==> src/design/rcc_pkg.sv <==
// package for the room controller configuration bank
// assumes a register port with word index addressing, 32-bit data
package rcc_pkg;
    localparam logic [7:0] RCC_IDX_TEMP_OFFSET = 8'h08;
    localparam logic [7:0] RCC_IDX_APP_SELECT = 8'h09;
    localparam logic [7:0] RCC_IDX_AUX_FUNC = 8'h0a;
    localparam logic [7:0] RCC_IDX_CYCLE_TIME = 8'h0b;
    localparam logic [7:0] RCC_IDX_SENSOR_SEL = 8'h0d;
    localparam logic [7:0] RCC_IDX_BUS_TEMP = 8'h1e;
    localparam logic [7:0] RCC_IDX_POWERUP_MODE = 8'h19;
    localparam logic [7:0] RCC_IDX_DYN_CORR = 8'h1d;
    localparam logic [7:0] RCC_IDX_CHANGEOVER = 8'h26;
    localparam logic [7:0] RCC_IDX_DEWPOINT = 8'h27;
    localparam logic [7:0] RCC_IDX_PRESENCE = 8'h23;
    localparam logic [7:0] RCC_IDX_EFF_TEMP = 8'h32;
    localparam logic [7:0] RCC_IDX_WINDOW_STAT = 8'h35;
    localparam logic [7:0] RCC_IDX_AUX_STAT = 8'h46;
    localparam logic [7:0] RCC_IDX_OUT_TYPE = 8'h67;
    localparam logic [7:0] RCC_IDX_WIN_POLARITY = 8'h69;
    localparam logic [7:0] RCC_IDX_BUS_OUTPUTS = 8'h80;
    localparam logic [7:0] RCC_IDX_HEAT_DEMAND = 8'h81;
    localparam logic [7:0] RCC_IDX_COOL_DEMAND = 8'h82;
    localparam logic [7:0] RCC_IDX_OPMODE = 8'h83;

    localparam logic [3:0] RCC_RST_APP = 4'h5;
    localparam logic [2:0] RCC_RST_AUX = 3'h0;
    localparam logic [9:0] RCC_RST_CYCLE = 10'h01e;
    localparam logic [9:0] RCC_CYCLE_MIN = 10'h014;
    localparam logic [9:0] RCC_CYCLE_MAX = 10'h258;
    localparam logic [1:0] RCC_RST_SENSOR = 2'h1;
    localparam logic [2:0] RCC_RST_PWRUP = 3'h1;
    localparam logic [2:0] RCC_RST_DYN = 3'h2;
    localparam logic [2:0] RCC_DYN_MAX = 3'h5;
    localparam logic [2:0] RCC_RST_OUT_TYPE = 3'h0;
    localparam logic signed [15:0] RCC_OFFSET_MIN = -16'sh64;
    localparam logic signed [15:0] RCC_OFFSET_MAX = 16'sh64;
    localparam logic [6:0] RCC_DEMAND_MAX = 7'h64;
    localparam logic [1:0] RCC_SENSOR_ONBOARD = 2'h1;
    localparam logic [1:0] RCC_SENSOR_BUS = 2'h2;

    // one second at 100 MHz
    localparam int RCC_TICK_SECONDS = 1;
    localparam int RCC_CLK_HZ = 100_000_000;
    localparam int RCC_TICK_CYCLES = RCC_TICK_SECONDS * RCC_CLK_HZ;

    typedef enum logic [3:0] {
        RCC_APP_BUS = 4'b0000,
        RCC_APP_HEAT = 4'b0001,
        RCC_APP_CHANGEOVER = 4'b0010,
        RCC_APP_COOL = 4'b0011,
        RCC_APP_FOUR_PIPE = 4'b0101,
        RCC_APP_HEAT_DUAL = 4'b0111,
        RCC_APP_CHANGEOVER_DUAL = 4'b1000,
        RCC_APP_COOL_DUAL = 4'b1001
    } rcc_app_type;

    typedef enum logic [2:0] {
        RCC_OUT_PWM = 3'b000,
        RCC_OUT_ANALOG = 3'b001,
        RCC_OUT_HPWM_CANA = 3'b010,
        RCC_OUT_HANA_CPWM = 3'b011,
        RCC_OUT_THREE_POINT = 3'b100
    } rcc_out_type;

    typedef enum logic [2:0] {
        RCC_AUX_NONE = 3'b000,
        RCC_AUX_WINDOW = 3'b001,
        RCC_AUX_CHANGEOVER = 3'b010,
        RCC_AUX_DEWPOINT = 3'b011,
        RCC_AUX_PRESENCE = 3'b100
    } rcc_aux_type;

    typedef enum logic [2:0] {
        RCC_MODE_COMFORT = 3'b000,
        RCC_MODE_REDUCED = 3'b001,
        RCC_MODE_STANDBY = 3'b010,
        RCC_MODE_NIGHT = 3'b101
    } rcc_mode_type;

    // register access request
    typedef struct packed {
        logic wr;
        logic rd;
        logic [7:0] idx;
        logic [31:0] wdata;
    } rcc_req_type;

    // valve outputs: switched and analogue (0..100 percent)
    typedef struct packed {
        logic sw_a;
        logic sw_b;
        logic [6:0] ana_a;
        logic [6:0] ana_b;
    } rcc_valve_type;
endpackage

==> src/design/rcc_config_bank.sv <==
// configuration bank and output routing of a room temperature controller
// assumes a synchronous register port driven by the field-bus slave logic,
// valve demand from the control loop and synchronous contact inputs
//
// Contract
// - application 0: every valve and aux output follows bus-written values
// - outputs unused by the application stay under bus control
// - application 1: heating only on first switched or analogue output
// - application 2: change-over on first output, mode from change-over reg
// - application 3: cooling only on first switched or analogue output
// - application 5, default: heating on first pair, cooling on second
// - applications 7, 8, 9 drive the same demand on both output pairs
// - power-up operating mode reset to reduced; its register is only stored and read back
// - signed offset added to on-board sensor, ignored for bus temperature
// - aux function 0 none, 1 second window contact
// - aux contact status readable always, 1 open, 0 closed
// - aux function 2: open selects cooling, closed heating
// - aux function 3: open means condensation, cooling disabled, flagged
// - aux function 4: presence 1 while contact closed, 0 while open
// - PWM period from cycle time 20..600 s, also 3-point run time
// - sensor select 1 on-board, 2 bus temperature register
// - dynamic correction 0..5, reset to stage 2
// - output type 0 PWM on switched outputs, 1 level on analogue
// - type 2 heat PWM first, cool analogue second; type 3 the reverse
// - type 4 switched outputs open and close a 3-point valve
// - window polarity 0 closed contact means closed, 1 open means closed
`timescale 1ns/1ps
`default_nettype none
module rcc_config_bank #(
    parameter int TICK_CYCLES = rcc_pkg::RCC_TICK_CYCLES
) (
    // clock and reset
    input wire logic clk_sys,
    input wire logic rstn,
    // register port
    input wire rcc_pkg::rcc_req_type req,
    output logic [31:0] rdata,
    output logic rvalid,
    // field inputs
    input wire logic window_contact_in,
    input wire logic aux_contact_in,
    input wire logic signed [15:0] sensor_temp,
    input wire logic [6:0] heat_demand_in,
    input wire logic [6:0] cool_demand_in,
    // outputs
    output rcc_pkg::rcc_valve_type valve_out,
    output logic aux_out,
    output logic signed [15:0] room_temp,
    output logic [2:0] op_mode,
    output logic [2:0] dyn_corr,
    output logic cooling_mode,
    output logic dew_point,
    output logic presence,
    output logic window_closed
);
    import rcc_pkg::*;

    logic signed [15:0] offset_reg;
    logic [3:0] app_reg;
    logic [2:0] aux_reg;
    logic [9:0] cycle_reg;
    logic [1:0] sensor_reg;
    logic [2:0] pwrup_reg;
    logic [2:0] dyn_reg;
    logic [2:0] otype_reg;
    logic pol_reg;
    logic signed [15:0] bus_temp_reg;
    logic bus_cool_reg;
    logic [3:0] bus_out_reg;
    logic [6:0] bus_ana_a_reg;
    logic [6:0] bus_ana_b_reg;
    logic [2:0] mode_reg;
    logic [31:0] tick_cnt_reg;
    logic [9:0] sec_cnt_reg;
    logic [9:0] pos_reg;
    logic [9:0] target_reg;

    wire wr_app = req.wr && req.idx == RCC_IDX_APP_SELECT;
    wire wr_cycle = req.wr && req.idx == RCC_IDX_CYCLE_TIME;
    wire [9:0] w10 = req.wdata[9:0];
    wire [2:0] w3 = req.wdata[2:0];
    wire signed [15:0] w16 = req.wdata[15:0];
    wire hi_zero = req.wdata[31:10] == 22'h0;

    // selector code checks
    wire app_ok = req.wdata[31:4] == 28'h0 &&
        (req.wdata[3:0] <= 4'h3 || req.wdata[3:0] == 4'h5 ||
         (req.wdata[3:0] >= 4'h7 && req.wdata[3:0] <= 4'h9));
    wire aux_ok = hi_zero && w10 <= 10'h004;
    wire otype_ok = hi_zero && w10 <= 10'h004;
    wire sensor_ok = hi_zero && (w10 == 10'h001 || w10 == 10'h002);
    wire mode_ok = hi_zero &&
        (w10 <= 10'h002 || w10 == 10'h005);
    wire cycle_ok = hi_zero && w10 >= RCC_CYCLE_MIN && w10 <= RCC_CYCLE_MAX;
    wire dyn_ok = hi_zero && w10 <= {7'h0, RCC_DYN_MAX};
    wire offset_ok = w16 >= RCC_OFFSET_MIN && w16 <= RCC_OFFSET_MAX;

    // aux contact decode
    wire aux_open = aux_contact_in;
    wire aux_changeover = aux_reg == RCC_AUX_CHANGEOVER;
    wire cool_now = aux_changeover ? aux_open : bus_cool_reg;
    wire dew_now = aux_reg == RCC_AUX_DEWPOINT && aux_open;
    wire pres_now = aux_reg == RCC_AUX_PRESENCE && !aux_open;
    wire win1_closed = pol_reg ? window_contact_in : !window_contact_in;
    wire win2_closed = aux_reg == RCC_AUX_WINDOW ?
        (pol_reg ? aux_open : !aux_open) : 1'b1;
    wire win_now = win1_closed && win2_closed;

    // temperature source
    wire signed [15:0] temp_now = sensor_reg == RCC_SENSOR_BUS ? bus_temp_reg
        : 16'(sensor_temp + offset_reg);

    // demand per role
    wire [6:0] heat_d = heat_demand_in;
    wire [6:0] cool_d = dew_now ? 7'h0 : cool_demand_in;
    wire [6:0] co_d = cool_now ? cool_d : heat_d;
    wire [3:0] a = app_reg;
    wire use_a = a != RCC_APP_BUS;
    wire use_b = a == RCC_APP_FOUR_PIPE || a >= RCC_APP_HEAT_DUAL;
    wire [6:0] dem_a = (a == RCC_APP_HEAT || a == RCC_APP_HEAT_DUAL) ? heat_d :
        (a == RCC_APP_COOL || a == RCC_APP_COOL_DUAL) ? cool_d :
        (a == RCC_APP_FOUR_PIPE) ? heat_d : co_d;
    wire [6:0] dem_b = a == RCC_APP_FOUR_PIPE ? cool_d : dem_a;

    // one-second tick and pwm period
    wire tick = tick_cnt_reg == 32'(TICK_CYCLES - 1);
    wire [9:0] period_end = cycle_reg - 10'h001;
    wire [16:0] on_a = 17'(dem_a) * 17'(cycle_reg);
    wire [16:0] on_b = 17'(dem_b) * 17'(cycle_reg);
    wire [16:0] sec_x = 17'(sec_cnt_reg) * 17'(RCC_DEMAND_MAX);
    wire pwm_a = sec_x < on_a;
    wire pwm_b = sec_x < on_b;

    // 3-point: position tracks demand over full run time
    wire [16:0] tgt_x = 17'(dem_a) * 17'(cycle_reg);
    wire [9:0] tgt_now = 10'(tgt_x / 17'(RCC_DEMAND_MAX));
    wire tp_open = pos_reg < target_reg;
    wire tp_close = pos_reg > target_reg;

    // output routing
    wire three_pt = otype_reg == RCC_OUT_THREE_POINT;
    wire sw_a_on = otype_reg == RCC_OUT_PWM || otype_reg == RCC_OUT_HPWM_CANA;
    wire sw_b_on = otype_reg == RCC_OUT_PWM || otype_reg == RCC_OUT_HANA_CPWM;
    wire an_a_on = otype_reg == RCC_OUT_ANALOG ||
        otype_reg == RCC_OUT_HANA_CPWM;
    wire an_b_on = otype_reg == RCC_OUT_ANALOG ||
        otype_reg == RCC_OUT_HPWM_CANA;
    wire sw_a_next = three_pt ? (use_a ? tp_open : bus_out_reg[0]) :
        (use_a && sw_a_on) ? pwm_a : bus_out_reg[0];
    wire sw_b_next = three_pt ? (use_a ? tp_close : bus_out_reg[1]) :
        (use_b && sw_b_on) ? pwm_b : bus_out_reg[1];
    wire [6:0] an_a_next = (use_a && an_a_on) ? dem_a : bus_ana_a_reg;
    wire [6:0] an_b_next = (use_b && an_b_on) ? dem_b : bus_ana_b_reg;

    // read mux
    logic [31:0] rd_next;
    always_comb begin
        case (req.idx)
            RCC_IDX_TEMP_OFFSET: rd_next = 32'(offset_reg);
            RCC_IDX_APP_SELECT: rd_next = {28'h0, app_reg};
            RCC_IDX_AUX_FUNC: rd_next = {29'h0, aux_reg};
            RCC_IDX_CYCLE_TIME: rd_next = {22'h0, cycle_reg};
            RCC_IDX_SENSOR_SEL: rd_next = {30'h0, sensor_reg};
            RCC_IDX_BUS_TEMP: rd_next = 32'(bus_temp_reg);
            RCC_IDX_POWERUP_MODE: rd_next = {29'h0, pwrup_reg};
            RCC_IDX_DYN_CORR: rd_next = {29'h0, dyn_reg};
            RCC_IDX_CHANGEOVER: rd_next = {31'h0, cool_now};
            RCC_IDX_DEWPOINT: rd_next = {31'h0, dew_now};
            RCC_IDX_PRESENCE: rd_next = {31'h0, pres_now};
            RCC_IDX_EFF_TEMP: rd_next = 32'(temp_now);
            RCC_IDX_WINDOW_STAT: rd_next = {31'h0, window_contact_in};
            RCC_IDX_AUX_STAT: rd_next = {31'h0, aux_open};
            RCC_IDX_OUT_TYPE: rd_next = {29'h0, otype_reg};
            RCC_IDX_WIN_POLARITY: rd_next = {31'h0, pol_reg};
            RCC_IDX_BUS_OUTPUTS: rd_next = {28'h0, bus_out_reg};
            RCC_IDX_HEAT_DEMAND: rd_next = {25'h0, bus_ana_a_reg};
            RCC_IDX_COOL_DEMAND: rd_next = {25'h0, bus_ana_b_reg};
            RCC_IDX_OPMODE: rd_next = {29'h0, mode_reg};
            default: rd_next = 32'h0;
        endcase
    end

    // configuration registers
    always_ff @(posedge clk_sys or negedge rstn) begin
        if (!rstn) begin
            offset_reg <= 16'sh0;
            app_reg <= RCC_RST_APP;
            aux_reg <= RCC_RST_AUX;
            cycle_reg <= RCC_RST_CYCLE;
            sensor_reg <= RCC_RST_SENSOR;
            pwrup_reg <= RCC_RST_PWRUP;
            dyn_reg <= RCC_RST_DYN;
            otype_reg <= RCC_RST_OUT_TYPE;
            pol_reg <= 1'b0;
        end else if (req.wr) begin
            if (req.idx == RCC_IDX_TEMP_OFFSET && offset_ok)
                offset_reg <= w16;
            if (wr_app && app_ok)
                app_reg <= req.wdata[3:0];
            if (req.idx == RCC_IDX_AUX_FUNC && aux_ok)
                aux_reg <= w3;
            if (wr_cycle && cycle_ok)
                cycle_reg <= w10;
            if (req.idx == RCC_IDX_SENSOR_SEL && sensor_ok)
                sensor_reg <= w10[1:0];
            if (req.idx == RCC_IDX_POWERUP_MODE && mode_ok)
                pwrup_reg <= w3;
            if (req.idx == RCC_IDX_DYN_CORR && dyn_ok)
                dyn_reg <= w3;
            if (req.idx == RCC_IDX_OUT_TYPE && otype_ok)
                otype_reg <= w3;
            if (req.idx == RCC_IDX_WIN_POLARITY && hi_zero && w10 <= 10'h001)
                pol_reg <= req.wdata[0];
        end
    end

    // bus-driven values and operating mode
    always_ff @(posedge clk_sys or negedge rstn) begin
        if (!rstn) begin
            bus_temp_reg <= 16'sh0;
            bus_cool_reg <= 1'b0;
            bus_out_reg <= 4'h0;
            bus_ana_a_reg <= 7'h0;
            bus_ana_b_reg <= 7'h0;
            mode_reg <= RCC_RST_PWRUP;
        end else if (req.wr) begin
            if (req.idx == RCC_IDX_BUS_TEMP)
                bus_temp_reg <= w16;
            if (req.idx == RCC_IDX_CHANGEOVER && !aux_changeover)
                bus_cool_reg <= req.wdata[0];
            if (req.idx == RCC_IDX_BUS_OUTPUTS)
                bus_out_reg <= req.wdata[3:0];
            if (req.idx == RCC_IDX_HEAT_DEMAND && w10 <= 10'h064)
                bus_ana_a_reg <= req.wdata[6:0];
            if (req.idx == RCC_IDX_COOL_DEMAND && w10 <= 10'h064)
                bus_ana_b_reg <= req.wdata[6:0];
            if (req.idx == RCC_IDX_OPMODE && mode_ok)
                mode_reg <= w3;
        end
    end

    // second tick, pwm period and 3-point position
    always_ff @(posedge clk_sys or negedge rstn) begin
        if (!rstn) begin
            tick_cnt_reg <= 32'h0;
            sec_cnt_reg <= 10'h0;
            pos_reg <= 10'h0;
            target_reg <= 10'h0;
        end else begin
            tick_cnt_reg <= (tick || wr_cycle) ? 32'h0 : tick_cnt_reg + 32'h1;
            target_reg <= tgt_now;
            if (wr_cycle) begin
                sec_cnt_reg <= 10'h0;
            end else if (tick) begin
                sec_cnt_reg <= sec_cnt_reg >= period_end ? 10'h0 :
                    sec_cnt_reg + 10'h1;
                if (tp_open)
                    pos_reg <= pos_reg + 10'h1;
                else if (tp_close)
                    pos_reg <= pos_reg - 10'h1;
            end
        end
    end

    // registered outputs
    always_ff @(posedge clk_sys or negedge rstn) begin
        if (!rstn) begin
            valve_out <= '0;
            aux_out <= 1'b0;
            room_temp <= 16'sh0;
            op_mode <= RCC_RST_PWRUP;
            dyn_corr <= RCC_RST_DYN;
            cooling_mode <= 1'b0;
            dew_point <= 1'b0;
            presence <= 1'b0;
            window_closed <= 1'b0;
            rdata <= 32'h0;
            rvalid <= 1'b0;
        end else begin
            valve_out <= '{sw_a_next, sw_b_next, an_a_next, an_b_next};
            aux_out <= bus_out_reg[2];
            room_temp <= temp_now;
            op_mode <= mode_reg;
            dyn_corr <= dyn_reg;
            cooling_mode <= cool_now;
            dew_point <= dew_now;
            presence <= pres_now;
            window_closed <= win_now;
            rdata <= req.rd ? rd_next : 32'h0;
            rvalid <= req.rd;
        end
    end
endmodule
`default_nettype wire

==> config.mk <==
export PLATFORM = sky130hd
export DESIGN_NAME = rcc_config_bank
export DESIGN_NICKNAME = d
export VERILOG_FILES = /design/src/design/rcc_pkg.sv /design/src/design/rcc_config_bank.sv
export SDC_FILE = /design/constraint.sdc
export NUM_CORES = 1
export LEC_CHECK = 0
export BUFFER_PORTS_ARGS = -buffer_cell sky130_fd_sc_hd__buf_2
export CAP_MARGIN = 20
export CORE_MARGIN = 8
export CORE_UTILIZATION = 30
export CTS_BUF_LIST = sky130_fd_sc_hd__clkbuf_16
export DETAILED_ROUTE_END_ITERATION = 12
export HOLD_SLACK_MARGIN = 0.12
export SLEW_MARGIN = 15
export SYNTH_ARGS = -nofsm -noshare
export SYNTH_HDL_FRONTEND = slang
export SYNTH_SLANG_ARGS = --single-unit
==> constraint.sdc <==
create_clock -name clk_sys -period 35.2 [get_ports clk_sys]
set_input_delay 7.04 -clock clk_sys [delete_from_list [all_inputs] [get_ports clk_sys]]
set_output_delay 7.04 -clock clk_sys [all_outputs]
set_load 0.01 [all_outputs]
==> reports/results.txt, run 1 <==
Asr flop ratio synth -> 1.00
DR iter-0 viols -> 1,156
Most used cell, CP -> fa_1
Rel. slew slack -> 0.264
CTS tree -> done
First-pass GRT wire length -> 87,500 um
Max incr delay on CP -> 1040 ps
Worst Max-Slew Pin Slew -> 1070 ps
Via count -> 16.1k
Synthesized area -> 19,000 um^2
Crit-path max FO -> 14
H-Tree Depth -> 1
Post-synth EDFFs -> 0
Inserted Clock Buffers -> 24
Hold path cells -> 0
Tot GR Track Use -> 0.148
Clock transition at path regs -> 60 ps
Synth warnings -> 0
Slowest-stage cell, CP -> a31oi_1
Die Height -> 267 um
Die X -> 267 um
Leak pwr -> 10.4 nW
Final WL -> 54,400 um
Worst setup EP type -> flip-flop
Syn_nets -> 2,467
CTS hold repair buffers -> 0
Gates resized, CTS repair -> 0
Setup Buffers After CTS -> 0
HP Class -> flip-flop to flip-flop
Worst r2r path cells -> 38
Clk_lat worst skew -> 540 ps
Antenna-violating nets left -> 0
RSZ-0062 raised after global routing -> false
Number of global-route vias before repair -> 16.5k
VDD IR max -> 0.0000276 V
Hold WS -> 381 ps
Fin crit share -> 0.537
Largest net degree at the start of global routing -> 134
Max Cap Viol -> 0
CP Launch Type -> primary input
Drt drc -> 0
Final #Nets -> 2,569
Fin Setup TNS -> 0 ps
Clock skew -> 27.0 ps
Initial antenna violation count -> 1
Post-detail-place hpwl -> 42,200 um
Wire per inst -> 17.6 um
Ratio of cells with drive above 1 in the final layout -> 0.157
Starting Density -> 0.302
Yosys cell types -> 105
F_max -> 52.9 MHz
Seq/Total Area, Yosys -> 0.271
Slew Limit Fails -> 0
Vias per cell -> 5.21
Grt ovf -> 0
Boundary pin count -> 152
Clock Tree Buf Depth -> 3
Final setup fails -> 0
Final hold viol count -> 0
Crit path kind -> primary input to flip-flop
Minimum clock period -> 18,920 ps
Status -> finished, final reports clean
CTS root buf -> clkbuf_16
GPL Wtd Cong -> 0.884
Avg Cell Area, Syn -> 8.91 um^2
Core area -> 62,900 um^2
P&R area growth vs syn -> 12.4%
Synth Register Bits -> 205
Die area -> 71,500 um^2
Synth Flop Type -> dfrtp_1
Cell Rows -> 92
Max reg flops -> 32
IO buf count -> 151
Crit path arrival time -> 19,320 ps
Post-synthesis cell count -> 2,129
Required time of the critical path -> 35,600 ps
Clock Sinks -> 205
P per Cell Area -> 25.1 nW/um^2
1st-pass router iterations -> 6
==> layout by cell type (no fill, tap or decap), types with 19 or more instances in the layout <==
| cell type | instances |
|---|---|
| o21ai_0 | 107 |
| ha_1 | 177 |
| clkbuf_16 | 24 |
| and2_1 | 35 |
| nor2_1 | 158 |
| a21o_1 | 26 |
| mux2_2 | 74 |
| nor4_1 | 21 |
| a31oi_1 | 19 |
| nand3_1 | 46 |
| fa_1 | 85 |
| dfrtp_1 | 193 |
| buf_2 | 150 |
| xnor2_1 | 53 |
| nand2_1 | 195 |
| buf_4 | 22 |
| nor2b_1 | 59 |
| nand2b_1 | 42 |
| a21oi_1 | 119 |
| xor2_1 | 43 |
| nor3_1 | 31 |
| inv_1 | 208 |
==> worst paths after layout <==
check | from | to | slack (ps)
setup / recovery | aux_contact_in | target_reg[0]$_DFF_PN0_ | 16280
hold / removal | dyn_reg[1]$_DFFE_PN1P_ | dyn_corr[1]$_DFF_PN1_ | 380
setup reg to reg | aux_reg[1]$_DFFE_PN0P_ | target_reg[0]$_DFF_PN0_ | 22080
hold reg to reg | dyn_reg[1]$_DFFE_PN1P_ | dyn_corr[1]$_DFF_PN1_ | 380
max in group asynchronous | rstn | target_reg[0]$_DFF_PN0_ | 27030
min in group asynchronous | rstn | room_temp[11]$_DFF_PN0_ | 6400
==> report_power, final <==
| part | switching (mW) | leakage (nW) | internal (mW) |
|---|---|---|---|
| combinational | 0.0280 | 7.31 | 0.0169 |
| clock | 0.102 | 0.379 | 0.139 |
| sequential | 0.00558 | 2.67 | 0.243 |
==> cell families (layout without fill, tap and decap cells) <==
family	Yosys count	in the layout	share of synthesized area
xor+xnor	96	96	0.0443
fa+ha+maj	266	266	0.209
compound gates	483	483	0.177
simple gates	675	675	0.176
other cells	0	2	0
mux	98	98	0.0582
flops	205	205	0.271
buf+inv	306	426	0.0648
==> critical path: cells and delay by family <==
family                     cells  cell delay, ps
AOI/OAI and AO/OA             17            4990
muxes                          3            1200
xor gates and xnor gates       1             840
and+or+nand+nor                7            2470
buffers and inverters          4             320
adders and majority gates      5            2430
==> per-stage QoR <==
| step | setup slack, ps | instances | total power, mW | cell area, um^2 | utilization |
|---|---|---|---|---|---|
| floorplan | 17690 | 2129 | 0.276 | 19000 | - |
| global placement | 16180 | 3050 | 0.296 | 20500 | 0.327 |
| detailed placement | 15840 | 3050 | 0.298 | 20500 | 0.327 |
| CTS | 16370 | 3094 | 0.541 | 21300 | 0.339 |
| global route | 15410 | 3095 | 0.557 | 21300 | 0.339 |
| finish | 16280 | 3097 | 0.535 | 21300 | 0.339 |
==> cell usage after synthesis, drive strengths merged (7+ instances only) <==
cell type | count | area share
or2 | 8 | 0.0026
nand4 | 14 | 0.0049
xnor2 | 53 | 0.024
mux2i | 18 | 0.0095
inv | 205 | 0.041
xor2 | 43 | 0.020
o21bai | 14 | 0.0055
and2 | 35 | 0.012
a22oi | 10 | 0.0042
or3 | 18 | 0.0059
nor3 | 35 | 0.010
o31ai | 11 | 0.0044
nor2 | 159 | 0.032
nand2 | 196 | 0.039
a211oi | 25 | 0.014
dfstp | 12 | 0.017
a221oi | 13 | 0.0063
a22o | 7 | 0.0032
fa | 85 | 0.090
a32oi | 9 | 0.0046
o21ai | 115 | 0.031
a21o | 26 | 0.010
a21oi | 123 | 0.033
mux2 | 80 | 0.049
o22ai | 7 | 0.0034
nand3 | 46 | 0.012
clkbuf | 67 | 0.013
nand2b | 42 | 0.014
a222oi | 13 | 0.0069
ha | 177 | 0.12
o211ai | 12 | 0.0050
nor4b | 9 | 0.0049
dfrtp | 193 | 0.25
and3 | 15 | 0.0049
nor4 | 24 | 0.0082
o21a | 14 | 0.0056
nor2b | 59 | 0.019
a31oi | 20 | 0.0069
buf | 31 | 0.010
==> layout make-up <==
class                           instances  area [um^2]
Fill cell                            6588        41500
Multi-Input combinational cell       1618        12600
Sequential cell                       205         5140
Tap cell                              846         1060
Timing Repair Buffer                  174          957
Inverter                              208          781
Clock buffer                           24          601
Clock inverter                         20          156
Antenna cell                            2         5.00
==> per-layer routing <==
metal / global-route usage / vias to the layer above / part of all wire
met2: 0.250 / 415 / 0.49
met5: 0 / - / 0
li1: - / 7634 / -
met4: 0.0421 / 0 / 0.020
met1: 0.197 / 8001 / 0.45
met3: 0.0162 / 72 / 0.045
Note: power is estimated with default switching activity, not from simulation.
==> inputs of run 2 (changes only) <==
Clock period 35.2 ns to 15.4 ns, I/O delays scaled along.
==> run 2 against run 1 <==
Compared with the run above: clock skew shrank 1.5 ps; sequential share of layout area is essentially flat; register-to-register slack lost 19000 ps.
==> reports/results.txt, run 2 (synthesis results as in run 1) <==
Commonest non-fill, non-tap cell in the layout -> inv_1
Required time of the critical path -> 15,810 ps (-19,790 ps)
Status -> finished, final reports clean
Gates resized, CTS repair -> 0 (unchanged)
Final hold viol count -> 0 (unchanged)
Crit path arrival time -> 14,980 ps (-4340 ps)
CTS hold repair buffers -> 0 (unchanged)
Endpoint, Worst Hold -> dyn_corr[1]$_DFF_PN1_
P per Cell Area -> 56.3 nW/um^2 (+120%)
Final #Nets -> 2,576 (+0.27%)
Multi-input logic area -> 12,600 um^2 (unchanged)
Max reg flops -> 32 (unchanged)
Boundary pin count -> 152 (unchanged)
Post-detail-place hpwl -> 41,900 um (-0.61%)
Psw -> 319 uW (+140%)
HP Class -> flip-flop to flip-flop
Number of fill cells -> 6,471 (-1.8%)
Number of global-route vias before repair -> 16.4k (-0.52%)
Seq pwr share -> 0.473 (+0.007)
CP Launch Type -> primary input
IO buf count -> 151 (unchanged)
Rel. slew slack -> 0.238 (-0.0265)
F_max -> 68.6 MHz
Most frequent cells in the layout -> 208 x inv_1, 195 x nand2_1, 193 x dfrtp_1, 177 x ha_1, 158 x nor2_1
VDD IR max -> 0.0000770 V (+180%)
Fin Setup TNS -> 0 ps (unchanged)
Minimum clock period -> 14,570 ps
Placed cell count -> 3,056 (+0.20%)
Hold_sp -> dyn_reg[1]$_DFFE_PN1P_
Crit-path max FO -> 13 (-1)
Cell Rows -> 92 (unchanged)
CTS root buf -> clkbuf_16
Drt drc -> 0 (unchanged)
Starting Density -> 0.302 (unchanged)
Non-filler cells in the finished layout -> 3,106 (+0.29%)
Worst setup EP type -> flip-flop
Crit path kind -> primary input to flip-flop
Pwr Total -> 1.20 mW (+120%)
Clock skew -> 25.5 ps (-1.48 ps)
Worst r2r path cells -> 40 (+5.3%)
Ratio of cells with drive above 1 in the final layout -> 0.160 (+0.00395)
DR iter-0 viols -> 1,176 (+1.7%)
GRT busiest layer -> met2
Clk_lat worst skew -> 540 ps (about the same)
Core area -> 62,900 um^2 (unchanged)
Reg-to-reg startpoint -> aux_reg[1]$_DFFE_PN0P_
Largest net degree at the start of global routing -> 131 (-2.2%)
Grt ovf -> 0 (unchanged)
CTS tree -> done
Die area -> 71,500 um^2 (unchanged)
Via count -> 16.1k (+0.12%)
Worst Max-Slew Pin Slew -> 1110 ps (+41.6 ps)
Global routing usage on met2 -> 0.247 (-0.00340)
Register Area -> 5140 um^2 (unchanged)
Clk network pwr share -> 0.441 (-0.009)
Combinational share of power -> 0.087 (+0.003)
Fin crit share -> 0.946
Switch share -> 0.265 (+0.0116)
RSZ-0062 raised after global routing -> false
Max incr delay on CP -> 710 ps (-330 ps)
Setup Buffers After CTS -> 0 (unchanged)
Die X -> 267 um (unchanged)
Max Cap Viol -> 0 (unchanged)
Vias per cell -> 5.20 (-0.17%)
Internal -> 884 uW (+120%)
Wire per inst -> 17.5 um (-0.57%)
Met3 Track Usage GR -> 0.0213 (+0.00514)
Clock transition at path regs -> 60 ps (about the same)
Slowest-stage cell, CP -> a31oi_1
Final WL -> 54,200 um (-0.28%)
GRT met1 Usage -> 0.197 (-0.000948)
Leak pwr -> 10.4 nW (+0.18%)
Hold WS -> 384 ps (+2.95 ps)
Tot GR Track Use -> 0.147 (-0.000796)
Slew Limit Fails -> 0 (unchanged)
GPL Wtd Cong -> 0.868 (-1.8%)
Hold path cells -> 0 (unchanged)
H-Tree Depth -> 1 (unchanged)
P&R area growth vs syn -> 12.6%
1st-pass router iterations -> 6 (unchanged)
Reg-to-Reg End -> target_reg[0]$_DFF_PN0_
Clock Tree Buf Depth -> 3 (unchanged)
Final setup fails -> 0 (unchanged)
Initial antenna violation count -> 2 (+1)
Register-to-register setup slack -> 2630 ps (-19,450 ps)
First-pass GRT wire length -> 87,000 um (-0.47%)
Clock Sinks -> 205 (unchanged)
Die Height -> 267 um (unchanged)
Antenna-violating nets left -> 0 (unchanged)
Inserted Clock Buffers -> 24 (unchanged)
==> run 2: metal layers <==
layer	wire, um	part of all wire	vias to the layer above
met5	0	0	-
met4	1030	0.019	0
met3	2980	0.055	70
met2	26000	0.48	424
met1	24200	0.45	7984
li1	-	-	7663
==> run 2: layout make-up <==
| cell class | instances | share of cell area |
|---|---|---|
| Tap cell | 846 | 0.0496 |
| Antenna cell | 4 | 0.000469 |
| Clock buffer | 24 | 0.0281 |
| Multi-Input combinational cell | 1618 | 0.591 |
| Inverter | 208 | 0.0366 |
| Sequential cell | 205 | 0.241 |
| Clock inverter | 20 | 0.00609 |
| Timing Repair Buffer | 181 | 0.0473 |
==> run 2: power groups by stage <==
stage               logic [mW]  clock network, mW  registers [mW]
global placement         0.100                  0           0.578
global route             0.116              0.567           0.570
finish                   0.104              0.531           0.569
floorplan               0.0528                  0           0.578
detailed placement       0.103                  0           0.578
CTS                      0.104              0.545           0.569
==> run 2: stage by stage <==
stage / utilization / cell area, um^2 / worst slack [ps]
floorplan: - / 19000 / 1850
global placement: 0.327 / 20600 / 890
detailed placement: 0.327 / 20600 / 515
CTS: 0.339 / 21300 / 1030
global route: 0.340 / 21300 / 24.8
finish: 0.340 / 21400 / 826
==> run 2: worst max-delay path by stage <==
stage / slack, ps / end / from
2_1_floorplan: 1850 / target_reg[0]$_DFF_PN0_ / aux_contact_in
3_3_place_gp: 890 / target_reg[0]$_DFF_PN0_ / aux_contact_in
3_5_place_dp: 520 / target_reg[0]$_DFF_PN0_ / aux_contact_in
4_1_cts: 1030 / target_reg[0]$_DFF_PN0_ / aux_contact_in
5_1_grt: 20 / target_reg[0]$_DFF_PN0_ / aux_contact_in
6_report: 830 / target_reg[0]$_DFF_PN0_ / aux_contact_in
==> run 2: critical path, delay by kind of cell <==
kind | cells | cell delay (ps)
fa+ha+maj | 5 | 2480
mux | 3 | 950
compound gates | 19 | 5910
buf+inv | 6 | 490
simple gates | 7 | 2030
